--- src/dacu_pkg.sv ---
// Summary of operation
// RULE1: The converter takes a 10-bit input value built from an upper and a lower data byte register.
// RULE2: While the enable bit is set, the converter follows the data registers as the control settings say.
// RULE3: Clearing the enable bit stops every further update of the converter input.
// RULE4: With auto-update on, the converter input is loaded only on a rising edge of the selected trigger.
// RULE5: With auto-update off, every write of the upper data byte loads the converter input.
// RULE6: The three-bit trigger select field matters only while auto-update is on.
// RULE7: Trigger codes are 0 comparator 0, 1 comparator 1, 2 external request 0, 6 timer overflow, 7 timer capture.
// RULE8: The trigger is the rising edge of the raw event flag, whatever its interrupt enables say.
// RULE9: A trigger that is still high when a load completes does not start another; a new rising edge is needed.
// RULE10: A rising edge that arrives while a load is in progress is ignored.
// RULE11: Software clears the selected event flag after each event so that the next one makes a new edge.
// RULE12: The alignment bit picks left or right adjusted data and takes effect at the next upper byte write.
// RULE13: The converted value sits in hidden shadow registers loaded only at an update point.
// RULE14: A lower byte write has no effect until the upper byte is written, so software writes the lower byte first.
// RULE15: Right adjusted puts bits 9:8 in upper bits 1:0; left adjusted puts bits 9:2 in the upper byte, 1:0 in lower 7:6.
// RULE16: The shadow is loaded one clock after the update condition and the load counts as in progress for that cycle.
package dacu_pkg;

    localparam int          DACU_ADDR_W       = 8;
    localparam int          DACU_DATA_W       = 32;
    localparam int          DACU_VALUE_W      = 10;

    localparam logic [7:0]  DACU_OFF_CONTROL  = 8'h00;
    localparam logic [7:0]  DACU_OFF_LOWER    = 8'h04;
    localparam logic [7:0]  DACU_OFF_UPPER    = 8'h08;
    localparam logic [7:0]  DACU_OFF_STATUS   = 8'h0c;

    localparam logic [7:0]  DACU_CTRL_RESET   = 8'h00;
    localparam logic [7:0]  DACU_CTRL_WMASK   = 8'hf5;
    localparam int          DACU_AUTO_BIT     = 7;
    localparam int          DACU_SEL_LSB      = 4;
    localparam int          DACU_ALIGN_BIT    = 2;
    localparam int          DACU_EN_BIT       = 0;
    localparam logic [7:0]  DACU_BYTE_RESET   = 8'h00;

    localparam int          DACU_STAT_BUSY    = 0;
    localparam int          DACU_STAT_LO_PEND = 1;

    localparam logic [2:0]  DACU_SEL_CMP0     = 3'h0;
    localparam logic [2:0]  DACU_SEL_CMP1     = 3'h1;
    localparam logic [2:0]  DACU_SEL_EXT0     = 3'h2;
    localparam logic [2:0]  DACU_SEL_TOVF     = 3'h6;
    localparam logic [2:0]  DACU_SEL_TCAPT    = 3'h7;

    localparam logic [1:0]  DACU_RESP_OKAY    = 2'h0;
    localparam logic [1:0]  DACU_RESP_SLVERR  = 2'h2;

    function automatic logic [9:0] dacu_value(input logic [7:0] upper, input logic [7:0] lower, input logic left);
        if (left) begin
            dacu_value = {upper, lower[7:6]};
        end else begin
            dacu_value = {upper[1:0], lower};
        end
    endfunction : dacu_value

    function automatic logic dacu_hit(input logic [7:0] addr, input logic [7:0] off);
        dacu_hit = (addr[7:2] == off[7:2]);
    endfunction : dacu_hit

endpackage : dacu_pkg

--- src/dacu_reg_if.sv ---
`timescale 1ns/1ns
interface dacu_reg_if;
    logic        wr_en;
    logic [7:0]  wr_addr;
    logic [31:0] wr_data;
    logic [3:0]  wr_strb;
    logic        wr_ok;
    logic [7:0]  rd_addr;
    logic [31:0] rd_data;
    logic        rd_ok;

    modport bus  (output wr_en, wr_addr, wr_data, wr_strb, rd_addr, input wr_ok, rd_data, rd_ok);
    modport regs (input wr_en, wr_addr, wr_data, wr_strb, rd_addr, output wr_ok, rd_data, rd_ok);
endinterface : dacu_reg_if

--- src/dacu_top.sv ---
`timescale 1ns/1ns
module dacu_top
    import dacu_pkg::*;
(
    input  wire logic        aclk,
    input  wire logic        aresetn,
    input  wire logic [7:0]  s_axi_awaddr,
    input  wire logic [2:0]  s_axi_awprot,
    input  wire logic        s_axi_awvalid,
    output logic             s_axi_awready,
    input  wire logic [31:0] s_axi_wdata,
    input  wire logic [3:0]  s_axi_wstrb,
    input  wire logic        s_axi_wvalid,
    output logic             s_axi_wready,
    output logic [1:0]       s_axi_bresp,
    output logic             s_axi_bvalid,
    input  wire logic        s_axi_bready,
    input  wire logic [7:0]  s_axi_araddr,
    input  wire logic [2:0]  s_axi_arprot,
    input  wire logic        s_axi_arvalid,
    output logic             s_axi_arready,
    output logic [31:0]      s_axi_rdata,
    output logic [1:0]       s_axi_rresp,
    output logic             s_axi_rvalid,
    input  wire logic        s_axi_rready,
    input  wire logic        cmp0_flag,
    input  wire logic        cmp1_flag,
    input  wire logic        ext_irq0_flag,
    input  wire logic        tmr1_ovf_flag,
    input  wire logic        tmr1_capt_flag,
    output logic             converter_on,
    output logic [9:0]       converter_value,
    output logic             value_update
);

    typedef struct packed {
        logic [7:0] converter_control_reg;
        logic [7:0] value_lower_byte;
        logic [7:0] value_upper_byte;
        logic [7:0] lower_hold;
        logic [7:0] upper_hold;
        logic       align_hold;
        logic       lower_pending;
        logic [9:0] shadow;
        logic       on;
        logic       update;
    } dacu_top_state_t;

    dacu_top_state_t s_reg;
    dacu_top_state_t s_next;

    dacu_reg_if rif ();

    logic       trig_edge;
    logic       wr_ctrl;
    logic       wr_lo;
    logic       wr_hi;
    logic       ctl_on;
    logic       ctl_auto;
    logic       ctl_left;
    logic [2:0] ctl_sel;
    logic       upd_write;
    logic       upd_trig;

    dacu_axil u_axil (
        .aclk    (aclk),
        .aresetn (aresetn),
        .awaddr  (s_axi_awaddr),
        .awvalid (s_axi_awvalid),
        .awready (s_axi_awready),
        .wdata   (s_axi_wdata),
        .wstrb   (s_axi_wstrb),
        .wvalid  (s_axi_wvalid),
        .wready  (s_axi_wready),
        .bresp   (s_axi_bresp),
        .bvalid  (s_axi_bvalid),
        .bready  (s_axi_bready),
        .araddr  (s_axi_araddr),
        .arvalid (s_axi_arvalid),
        .arready (s_axi_arready),
        .rdata   (s_axi_rdata),
        .rresp   (s_axi_rresp),
        .rvalid  (s_axi_rvalid),
        .rready  (s_axi_rready),
        .rif     (rif.bus)
    );

    dacu_trig u_trig (
        .aclk                  (aclk),
        .aresetn               (aresetn),
        .event_flags           ({tmr1_capt_flag, tmr1_ovf_flag, ext_irq0_flag, cmp1_flag, cmp0_flag}),
        .update_trigger_select (ctl_sel),
        .auto_update_enable    (ctl_auto),
        .busy                  (s_reg.update),
        .trig_edge             (trig_edge)
    );

    always_comb begin
        ctl_on   = s_reg.converter_control_reg[DACU_EN_BIT];
        ctl_auto = s_reg.converter_control_reg[DACU_AUTO_BIT];
        ctl_left = s_reg.converter_control_reg[DACU_ALIGN_BIT];
        ctl_sel  = s_reg.converter_control_reg[DACU_SEL_LSB +: 3];
        wr_ctrl  = rif.wr_en && rif.wr_strb[0] && dacu_hit(rif.wr_addr, DACU_OFF_CONTROL);
        wr_lo    = rif.wr_en && rif.wr_strb[0] && dacu_hit(rif.wr_addr, DACU_OFF_LOWER);
        wr_hi    = rif.wr_en && rif.wr_strb[0] && dacu_hit(rif.wr_addr, DACU_OFF_UPPER);
        rif.wr_ok = dacu_hit(rif.wr_addr, DACU_OFF_CONTROL) || dacu_hit(rif.wr_addr, DACU_OFF_LOWER) ||
                    dacu_hit(rif.wr_addr, DACU_OFF_UPPER) || dacu_hit(rif.wr_addr, DACU_OFF_STATUS);
        rif.rd_ok   = 1'b1;
        rif.rd_data = 32'h0000_0000;
        if (dacu_hit(rif.rd_addr, DACU_OFF_CONTROL)) begin
            rif.rd_data[7:0] = s_reg.converter_control_reg;
        end else if (dacu_hit(rif.rd_addr, DACU_OFF_LOWER)) begin
            rif.rd_data[7:0] = s_reg.value_lower_byte;
        end else if (dacu_hit(rif.rd_addr, DACU_OFF_UPPER)) begin
            rif.rd_data[7:0] = s_reg.value_upper_byte;
        end else if (dacu_hit(rif.rd_addr, DACU_OFF_STATUS)) begin
            rif.rd_data[DACU_STAT_BUSY]    = s_reg.update;
            rif.rd_data[DACU_STAT_LO_PEND] = s_reg.lower_pending;
        end else begin
            rif.rd_ok = 1'b0;
        end

        upd_write = ctl_on && !ctl_auto && wr_hi; // see RULE5
        upd_trig  = ctl_on && ctl_auto && trig_edge; // see RULE4

        s_next        = s_reg;
        s_next.update = 1'b0;
        s_next.on     = ctl_on; // see RULE2
        if (wr_ctrl) begin
            // Reserved bits 3 and 1 never store, so they read back as zero.
            s_next.converter_control_reg = rif.wr_data[7:0] & DACU_CTRL_WMASK;
        end
        if (wr_lo) begin
            // The lower byte only parks here until the upper byte commits it. see RULE14
            s_next.value_lower_byte = rif.wr_data[7:0];
            s_next.lower_pending    = 1'b1;
        end
        if (wr_hi) begin
            // The pair and the alignment bit are frozen together at the upper byte write. see RULE12
            s_next.value_upper_byte = rif.wr_data[7:0];
            s_next.upper_hold       = rif.wr_data[7:0];
            s_next.lower_hold       = s_reg.value_lower_byte;
            s_next.align_hold       = ctl_left;
            s_next.lower_pending    = 1'b0;
        end
        // With the converter off neither path loads the shadow. see RULE3
        if (upd_write) begin
            s_next.shadow = dacu_value(rif.wr_data[7:0], s_reg.value_lower_byte, ctl_left); // see RULE15
            s_next.update = 1'b1; // see RULE16
        end else if (upd_trig) begin
            s_next.shadow = dacu_value(s_reg.upper_hold, s_reg.lower_hold, s_reg.align_hold); // see RULE13
            s_next.update = 1'b1; // see RULE16
        end
    end

    always_ff @(posedge aclk) begin
        if (!aresetn) begin
            s_reg                       <= '0;
            s_reg.converter_control_reg <= DACU_CTRL_RESET;
            s_reg.value_lower_byte      <= DACU_BYTE_RESET;
            s_reg.value_upper_byte      <= DACU_BYTE_RESET;
        end else begin
            s_reg <= s_next;
        end
    end

    assign converter_on    = s_reg.on;
    assign converter_value = s_reg.shadow; // see RULE1
    assign value_update    = s_reg.update;
endmodule : dacu_top

--- src/dacu_axil.sv ---
`timescale 1ns/1ns
module dacu_axil
    import dacu_pkg::*;
(
    input  wire logic        aclk,
    input  wire logic        aresetn,
    input  wire logic [7:0]  awaddr,
    input  wire logic        awvalid,
    output logic             awready,
    input  wire logic [31:0] wdata,
    input  wire logic [3:0]  wstrb,
    input  wire logic        wvalid,
    output logic             wready,
    output logic [1:0]       bresp,
    output logic             bvalid,
    input  wire logic        bready,
    input  wire logic [7:0]  araddr,
    input  wire logic        arvalid,
    output logic             arready,
    output logic [31:0]      rdata,
    output logic [1:0]       rresp,
    output logic             rvalid,
    input  wire logic        rready,
    dacu_reg_if.bus          rif
);

    typedef struct packed {
        logic        awready;
        logic        aw_full;
        logic [7:0]  aw_addr;
        logic        wready;
        logic        w_full;
        logic [31:0] w_data;
        logic [3:0]  w_strb;
        logic        bvalid;
        logic [1:0]  bresp;
        logic        arready;
        logic        rvalid;
        logic [31:0] rdata;
        logic [1:0]  rresp;
    } dacu_axil_state_t;

    dacu_axil_state_t s_reg;
    dacu_axil_state_t s_next;

    // Address and data are parked separately so the master may offer them in either order.
    always_comb begin
        s_next      = s_reg;
        rif.wr_en   = 1'b0;
        rif.wr_addr = s_reg.aw_addr;
        rif.wr_data = s_reg.w_data;
        rif.wr_strb = s_reg.w_strb;
        rif.rd_addr = araddr;
        if (awvalid && s_reg.awready) begin
            s_next.aw_full = 1'b1;
            s_next.aw_addr = awaddr;
        end
        if (wvalid && s_reg.wready) begin
            s_next.w_full = 1'b1;
            s_next.w_data = wdata;
            s_next.w_strb = wstrb;
        end
        if (s_reg.bvalid && bready) begin
            s_next.bvalid = 1'b0;
        end
        if (s_reg.aw_full && s_reg.w_full && !s_reg.bvalid) begin
            rif.wr_en      = 1'b1;
            s_next.bvalid  = 1'b1;
            s_next.bresp   = rif.wr_ok ? DACU_RESP_OKAY : DACU_RESP_SLVERR;
            s_next.aw_full = 1'b0;
            s_next.w_full  = 1'b0;
        end
        if (s_reg.rvalid && rready) begin
            s_next.rvalid = 1'b0;
        end
        if (arvalid && s_reg.arready) begin
            s_next.rvalid = 1'b1;
            s_next.rdata  = rif.rd_ok ? rif.rd_data : 32'h0000_0000;
            s_next.rresp  = rif.rd_ok ? DACU_RESP_OKAY : DACU_RESP_SLVERR;
        end
        s_next.awready = !s_next.aw_full && !s_next.bvalid;
        s_next.wready  = !s_next.w_full && !s_next.bvalid;
        s_next.arready = !s_next.rvalid;
    end

    always_ff @(posedge aclk) begin
        if (!aresetn) begin
            s_reg <= '0;
        end else begin
            s_reg <= s_next;
        end
    end

    assign awready = s_reg.awready;
    assign wready  = s_reg.wready;
    assign bvalid  = s_reg.bvalid;
    assign bresp   = s_reg.bresp;
    assign arready = s_reg.arready;
    assign rvalid  = s_reg.rvalid;
    assign rdata   = s_reg.rdata;
    assign rresp   = s_reg.rresp;

endmodule : dacu_axil

--- src/dacu_trig.sv ---
`timescale 1ns/1ns
module dacu_trig
    import dacu_pkg::*;
(
    input  wire logic       aclk,
    input  wire logic       aresetn,
    input  wire logic [4:0] event_flags,
    input  wire logic [2:0] update_trigger_select,
    input  wire logic       auto_update_enable,
    input  wire logic       busy,
    output logic            trig_edge
);

    typedef struct packed {
        logic prev;
    } dacu_trig_state_t;

    dacu_trig_state_t s_reg;
    dacu_trig_state_t s_next;
    logic             level;

    // Raw flags are watched, so a masked interrupt still triggers. see RULE8
    always_comb begin
        case (update_trigger_select) // see RULE7
            DACU_SEL_CMP0:  level = event_flags[0];
            DACU_SEL_CMP1:  level = event_flags[1];
            DACU_SEL_EXT0:  level = event_flags[2];
            DACU_SEL_TOVF:  level = event_flags[3];
            DACU_SEL_TCAPT: level = event_flags[4];
            default:        level = 1'b0;
        endcase
        s_next.prev = level;
        // A level held high makes no second edge, and edges during a load are dropped. see RULE9 see RULE10
        trig_edge = auto_update_enable && level && !s_reg.prev && !busy; // see RULE6
    end

    always_ff @(posedge aclk) begin
        if (!aresetn) begin
            s_reg <= '0;
        end else begin
            s_reg <= s_next;
        end
    end

endmodule : dacu_trig

--- config.mk ---
export PLATFORM = sky130hd
export DESIGN_NAME = dacu_top
export DESIGN_NICKNAME = d
export VERILOG_FILES = /design/src/dacu_pkg.sv /design/src/dacu_reg_if.sv /design/src/dacu_top.sv /design/src/dacu_axil.sv /design/src/dacu_trig.sv
export SDC_FILE = /design/constraint.sdc
export NUM_CORES = 1
export LEC_CHECK = 0
export ABC_AREA = 1
export BUFFER_PORTS_ARGS = -buffer_cell sky130_fd_sc_hd__buf_2
export CORE_UTILIZATION = 55
export DETAILED_ROUTE_END_ITERATION = 10
export GPL_ROUTABILITY_DRIVEN = 0
export PLACE_DENSITY = 0.86
export SETUP_SLACK_MARGIN = 0.5
export SYNTH_ARGS = -nofsm -noshare
export SYNTH_HDL_FRONTEND = slang
export SYNTH_SLANG_ARGS = --single-unit
--- constraint.sdc ---
create_clock -name aclk -period 3.4 [get_ports aclk]
set_clock_uncertainty 0.15 [all_clocks]
set_input_delay 0.68 -clock aclk [delete_from_list [all_inputs] [get_ports aclk]]
set_output_delay 0.68 -clock aclk [all_outputs]
set_load 0.005 [all_outputs]
Word-level counts from Yosys, hierarchy flattened
Cells that the tools add are included.
{ "word_totals": {"word_cells": 98, "output_inout_bits": 53, "input_bits": 70, "ff_bits": 132} }
{ "classes": {"bitwise_logic": 1, "n_reduce_logical": 36, "n_mux": 28, "eq_ne": 10} }
{ "op_table": {"columns": ["operator", "count"], "rows": [
  ["2-to-1 mux 10 bit", 4],
  ["2-to-1 mux 37 bit", 1],
  ["2-to-1 mux 35 bit", 1],
  ["== test 6 x 2 -> 1 bit, second input constant", 4],
  ["2-to-1 mux 8 bit", 3],
  ["logical AND 1 bit", 20],
  ["== test 6 x 1 -> 1 bit, second input constant", 2],
  ["logical NOT 6 bit", 2],
  ["2-to-1 mux 1 bit", 11],
  ["2-to-1 mux 9 bit", 1],
  ["logical NOT 1 bit", 8],
  ["2-to-1 mux 2 bit", 4],
  ["== test 3 bit, second input constant", 2],
  ["2-to-1 mux 6 bit", 1],
  ["case mux 1 bit (5 select lines)", 1],
  ["== test 3 x 1 -> 1 bit, second input constant", 1],
  ["== test 3 x 2 -> 1 bit, second input constant", 1],
  ["logical NOT 3 bit", 1],
  ["logical OR 1 bit", 3],
  ["2-to-1 mux 3 bit", 1],
  ["nonzero test 2 bit", 1],
  ["OR reduction 2 bit", 1],
  ["NOT 1 bit", 1]
]} }

Depth between registers and ports, before layout
{ "logic_depth": {"ltp_word": 8, "mapped_depth": 11, "mapped_depth_nobuf": 10} }

Modules after synthesis
From an unflattened synthesis, not the netlist that was laid out.
{ "hier_totals": {"cells_unflattened": 929, "hier_area_um2": 6686.4} }
{ "modules_own_cells": {"columns": ["mod", "instances", "cells_each", "area_each_um2", "seq_area_each_um2"], "rows": [
  ["dacu_axil", 1, 560, 4291.6, 1701.6],
  ["dacu_top", 1, 345, 2278.4, 880.8],
  ["dacu_trig", 1, 24, 116.4, 20.0]
]} }

Worst setup path before layout
OpenSTA, ideal clock, no wires.
{ "synth_timing": {"path_type": "input to register", "start": "input cmp0_flag", "end": "register s_reg, in the netlist converter_value[1]", "slack_ns": 1.774, "required_time_ns": 3.139, "n_path_buf": 1, "setup_ns": 0.111, "stages": 8, "arrival_ns": 1.365, "cell_sequence": "nor2_1 -> o21ai_0 -> nand3_1 -> nand2_1 -> inv_1 -> buf_4 -> nor2_1 -> nor2_1"} }
{ "synth_between": {"elab_chain_cells": 6} }
{ "synth_lines": {"columns": ["element", "line_no", "rtl"], "rows": [
  ["from (decl)", "dacu_top.sv:26", "input wire logic cmp0_flag,"],
  ["case mux 1 bit (5 select lines)", "dacu_trig.sv:24", "case (update_trigger_select)"],
  ["logical AND 1 bit (3 in a row)", "dacu_trig.sv:34", "trig_edge = auto_update_enable && level && !s_reg.prev && !busy;"],
  ["logical AND 1 bit", "dacu_top.sv:124", "upd_trig = ctl_on && ctl_auto && trig_edge;"],
  ["nonzero test 2 bit (no line)", null, null],
  ["to (signal assigned)", "dacu_top.sv:163", "s_reg <= s_next;"],
  ["to (decl)", "dacu_top.sv:49", "dacu_top_state_t s_reg;"]
]} }
No other way between the ends.
A chain may end at the register's enable or synchronous reset.

Worst setup path after layout
{ "layout_timing": {"start": "register s_reg, in the netlist ctl_sel[2]", "end": "register s_reg, in the netlist converter_value[2]"} }
{ "layout_between": {"elab_chain_cells": 7, "elab_cells_between_ends": 11, "classes_between": "eq/ne: 4; mux: 1; reduce/logical: 6"} }
{ "layout_lines": {"columns": ["element", "line_no"], "rows": [
  ["== test 3 bit (tied with other cells)", "dacu_trig.sv:24"],
  ["case mux 1 bit (5 select lines) *", "dacu_trig.sv:24"],
  ["logical AND 1 bit * (3 in a row)", "dacu_trig.sv:34"],
  ["logical AND 1 bit *", "dacu_top.sv:124"],
  ["nonzero test 2 bit (no line) *", null]
]} }
Mark *: on every way between the ends. The rest lies on a longest branch, timed or not.

==> results.py <==
metrics = {
    "synthesis": {
        "synth_cell_type_count": 32,
        "yosys.area_share.xor_xnor": 0,
        "synth-seq-cells": 77,
        "yosys.area_share.simple": 0.209,
        "synth_compound_area_frac": 0.192,
        "synth_largest_type_area_fraction": 0.411,
        "netlist_instances": 519,
        "synth_common_cells": "nor2_1 (78), dfxtp_1 (77), o21ai_0 (70)",
        "yosys-mux-area-fraction": 0.00800,
        "yosysTopAreaCell": "dfxtp_1",
        "synth_edf_count": 0,
        "yosys_warnings": 0,
        "synthAdderAreaFrac": 0,
        "synth_top_family_by_area": "simple AND/OR/NAND/NOR gates",
        "synth_area_per_cell_um2": 7.23,
        "synthArstFlopShare": 0,
        "synth_area_um2": 3750,
        "synthFlopType": "dfxtp_1",
        "ys_top_cells_by_area": "dfxtp_1 (41%), buf_4 (9.4%), o21ai_0 (9.3%)",
        "synth.most_common_cell": "nor2_1",
        "ys_seq_area_frac": 0.411,
    },
    "hold_path": {
        "worstHoldEndpoint": "s_reg[24]",
        "hold_path.class": "reg2reg",
        "hold_path.startpoint": "s_reg[24]",
        "holdPathStages": 2,
    },
    "pwr": {
        "power_density_nw_per_um2": 425,
        "p_leak_nw": 1.75,
        "ir_drop_uv": 362,
        "power.total_w": 0.00168,
    },
    "detailed_routing": {
        "drtIter0Drc": 295,
        "drc": 0,
        "ant_nets": 0,
        "vias": 3214,
        "wl_um": 7610,
        "first_pass_iters": 7,
        "vias_per_cell": 5.10,
        "wl_per_cell_um": 12.1,
    },
    "clock_network": {
        "ctsResizeCount": 0,
        "post_cts_buffers": 0,
        "path_clk_slew_ns": 0.07,
        "clockBufferDepth": 2,
        "cts_buffers": 9,
        "cts_hold_buf": 0,
        "cts_root_buf": "clkbuf_8",
        "clk_latency_ns": 0.35,
        "cts_tree": "done",
        "clkSinkCount": 77,
        "htree_levels": 3,
    },
    "die": {
        "rows": 29,
        "core_um2": 6460,
        "die_height_um": 84.6,
        "io-pin-count": 123,
        "start_util": 0.581,
        "die_w_um": 84.6,
        "die_area_um2": 7160,
    },
    "worst_setup_path": {
        "crit_type": "reg2reg",
        "slowest_stage": "nand3_1",
        "reg2reg_slack_ns": 1.47,
        "critical_path_arrival_ns": 2.03,
        "required_ns": 3.50,
        "reg2reg_depth": 8,
        "crit_fanout": 11,
        "critPathLaunchType": "flop",
        "crit_top_cell": "nor2_1",
        "end_kind": "flop",
        "slowest_delay_ns": 0.42,
        "r2r_end": "converter_value[2]",
        "reg2reg_from": "ctl_sel[2]",
        "cp_cell_sequence": "inv_1 > nor2_1 > o21ai_0 > nand3_1 > nand2_1 > inv_1 > nor2_1 > nor2_1",
        "crit_start": "ctl_sel[2]",
    },
    "global_route": {
        "grt_pass1_wl_um": 12500,
        "first_global_vias": 2749,
        "antenna_found_initial": 0,
        "track_usage": 0.220,
        "gr-total-overflow": 0,
        "grt_max_degree": 49,
    },
    "sta": {
        "tightest_slew_ns": 0.650,
        "fmaxAchievable_mhz": 519,
        "period_share": 0.566,
        "slew-limit-headroom": 0.566,
        "rsz0062_at_grt": "no",
        "setup-tns-final_ns": 0,
        "setup_viol": 0,
        "report.final.hold_viol_count": 0,
        "period_needed_ns": 1.93,
        "finalMaxSlewViolations": 0,
    },
    "place": {
        "place_hpwl_um": 5500,
        "port_buffers": 59,
        "postPlaceCellArea_um2": 3780,
    },
    "layout": {
        "largest_reg_flops": 26,
        "drive_gt1_frac": 0.177,
        "post-route-util": 0.613,
        "num_antenna_cells": 0,
        "final_area_um2": 3960,
        "area_delta_synth_final_pct": 5.43,
        "nets": 618,
    },
    "job": {
        "drv_cap": 0,
    },
    "outcome": {
        "status": "finished clean",
    },
}
==> power breakdown <==
group / internal (W) / total, W / switching (W) / leakage (nW)
clock network: 0.000301 / 0.000615 / 0.000314 / 0.0921
registers: 0.000924 / 0.000944 / 0.0000203 / 0.624
logic: 0.0000449 / 0.000123 / 0.0000784 / 1.03
total: 0.00127 / 0.00168 / 0.000413 / 1.75
==> cell type report <==
class / instances / area [µm²]
Fill cell: 594 / 2500
Clock buffer: 12 / 155
Sequential cell: 77 / 1540
Clock inverter: 4 / 22.5
Tap cell: 77 / 96.3
Timing Repair Buffer: 60 / 303
Multi-Input combinational cell: 345 / 1630
Inverter: 55 / 206
==> metrics by stage <==
step / hold WS, ns / setup WS [ns] / std cells
after floorplan: 0.270 / 1.77 / 544
after global placement: 0.286 / 1.23 / 614
after detailed placement: 0.290 / 1.19 / 614
after CTS: 0.302 / 1.50 / 630
after global routing: 0.334 / 1.32 / 630
final: 0.302 / 1.47 / 630
==> cells in the final DEF (no fill, tap or decap), drive strengths merged <==
master	instances
o211a	1
nor2	86
o22ai	1
a31oi	1
inv	54
nand3	19
clkbuf	12
a21oi	47
o2111ai	1
or2	1
clkinv	4
o21ai	83
dfxtp	77
a211oi	1
o211ai	2
nand4	3
nor3	4
nand2	66
clkinvlp	1
mux2i	3
buf	60
conb	26
==> worst max-delay path: cells and delay by family (launching register included) <==
kind,cells,cell delay (ns)
DFF,1,0.32
and+or+nand+nor,5,0.83
AOI/OAI and AO/OA,1,0.21
buffers and inverters,2,0.31
==> metal layers <==
metal / up-vias / global-route usage / share of wire
met5: - / 0 / 0
met4: 0 / 0.0801 / 0.024
met3: 17 / 0.0669 / 0.063
met2: 130 / 0.358 / 0.46
met1: 1411 / 0.277 / 0.45
li1: 1656 / - / -
==> logic make-up (layout without fill, tap and decap cells) <==
family	count (synthesis)	count (layout)
flip-flops	77	77
AO/OA/AOI/OAI	137	137
multiplexers	3	3
buffers and inverters	122	131
other	1	26
AND/OR/NAND/NOR	179	179
==> worst max path at each step <==
stage / end / slack (ns) / cells past startpoint
after global placement: converter_value[4] / 1.23 / 8
after global routing: converter_value[5] / 1.32 / 9
after detailed placement: converter_value[2] / 1.19 / 8
after CTS: converter_value[2] / 1.50 / 8
final: converter_value[2] / 1.47 / 8
after floorplan: converter_value[1] / 1.77 / 8
No activity file was read; power rests on OpenSTA's default activity.
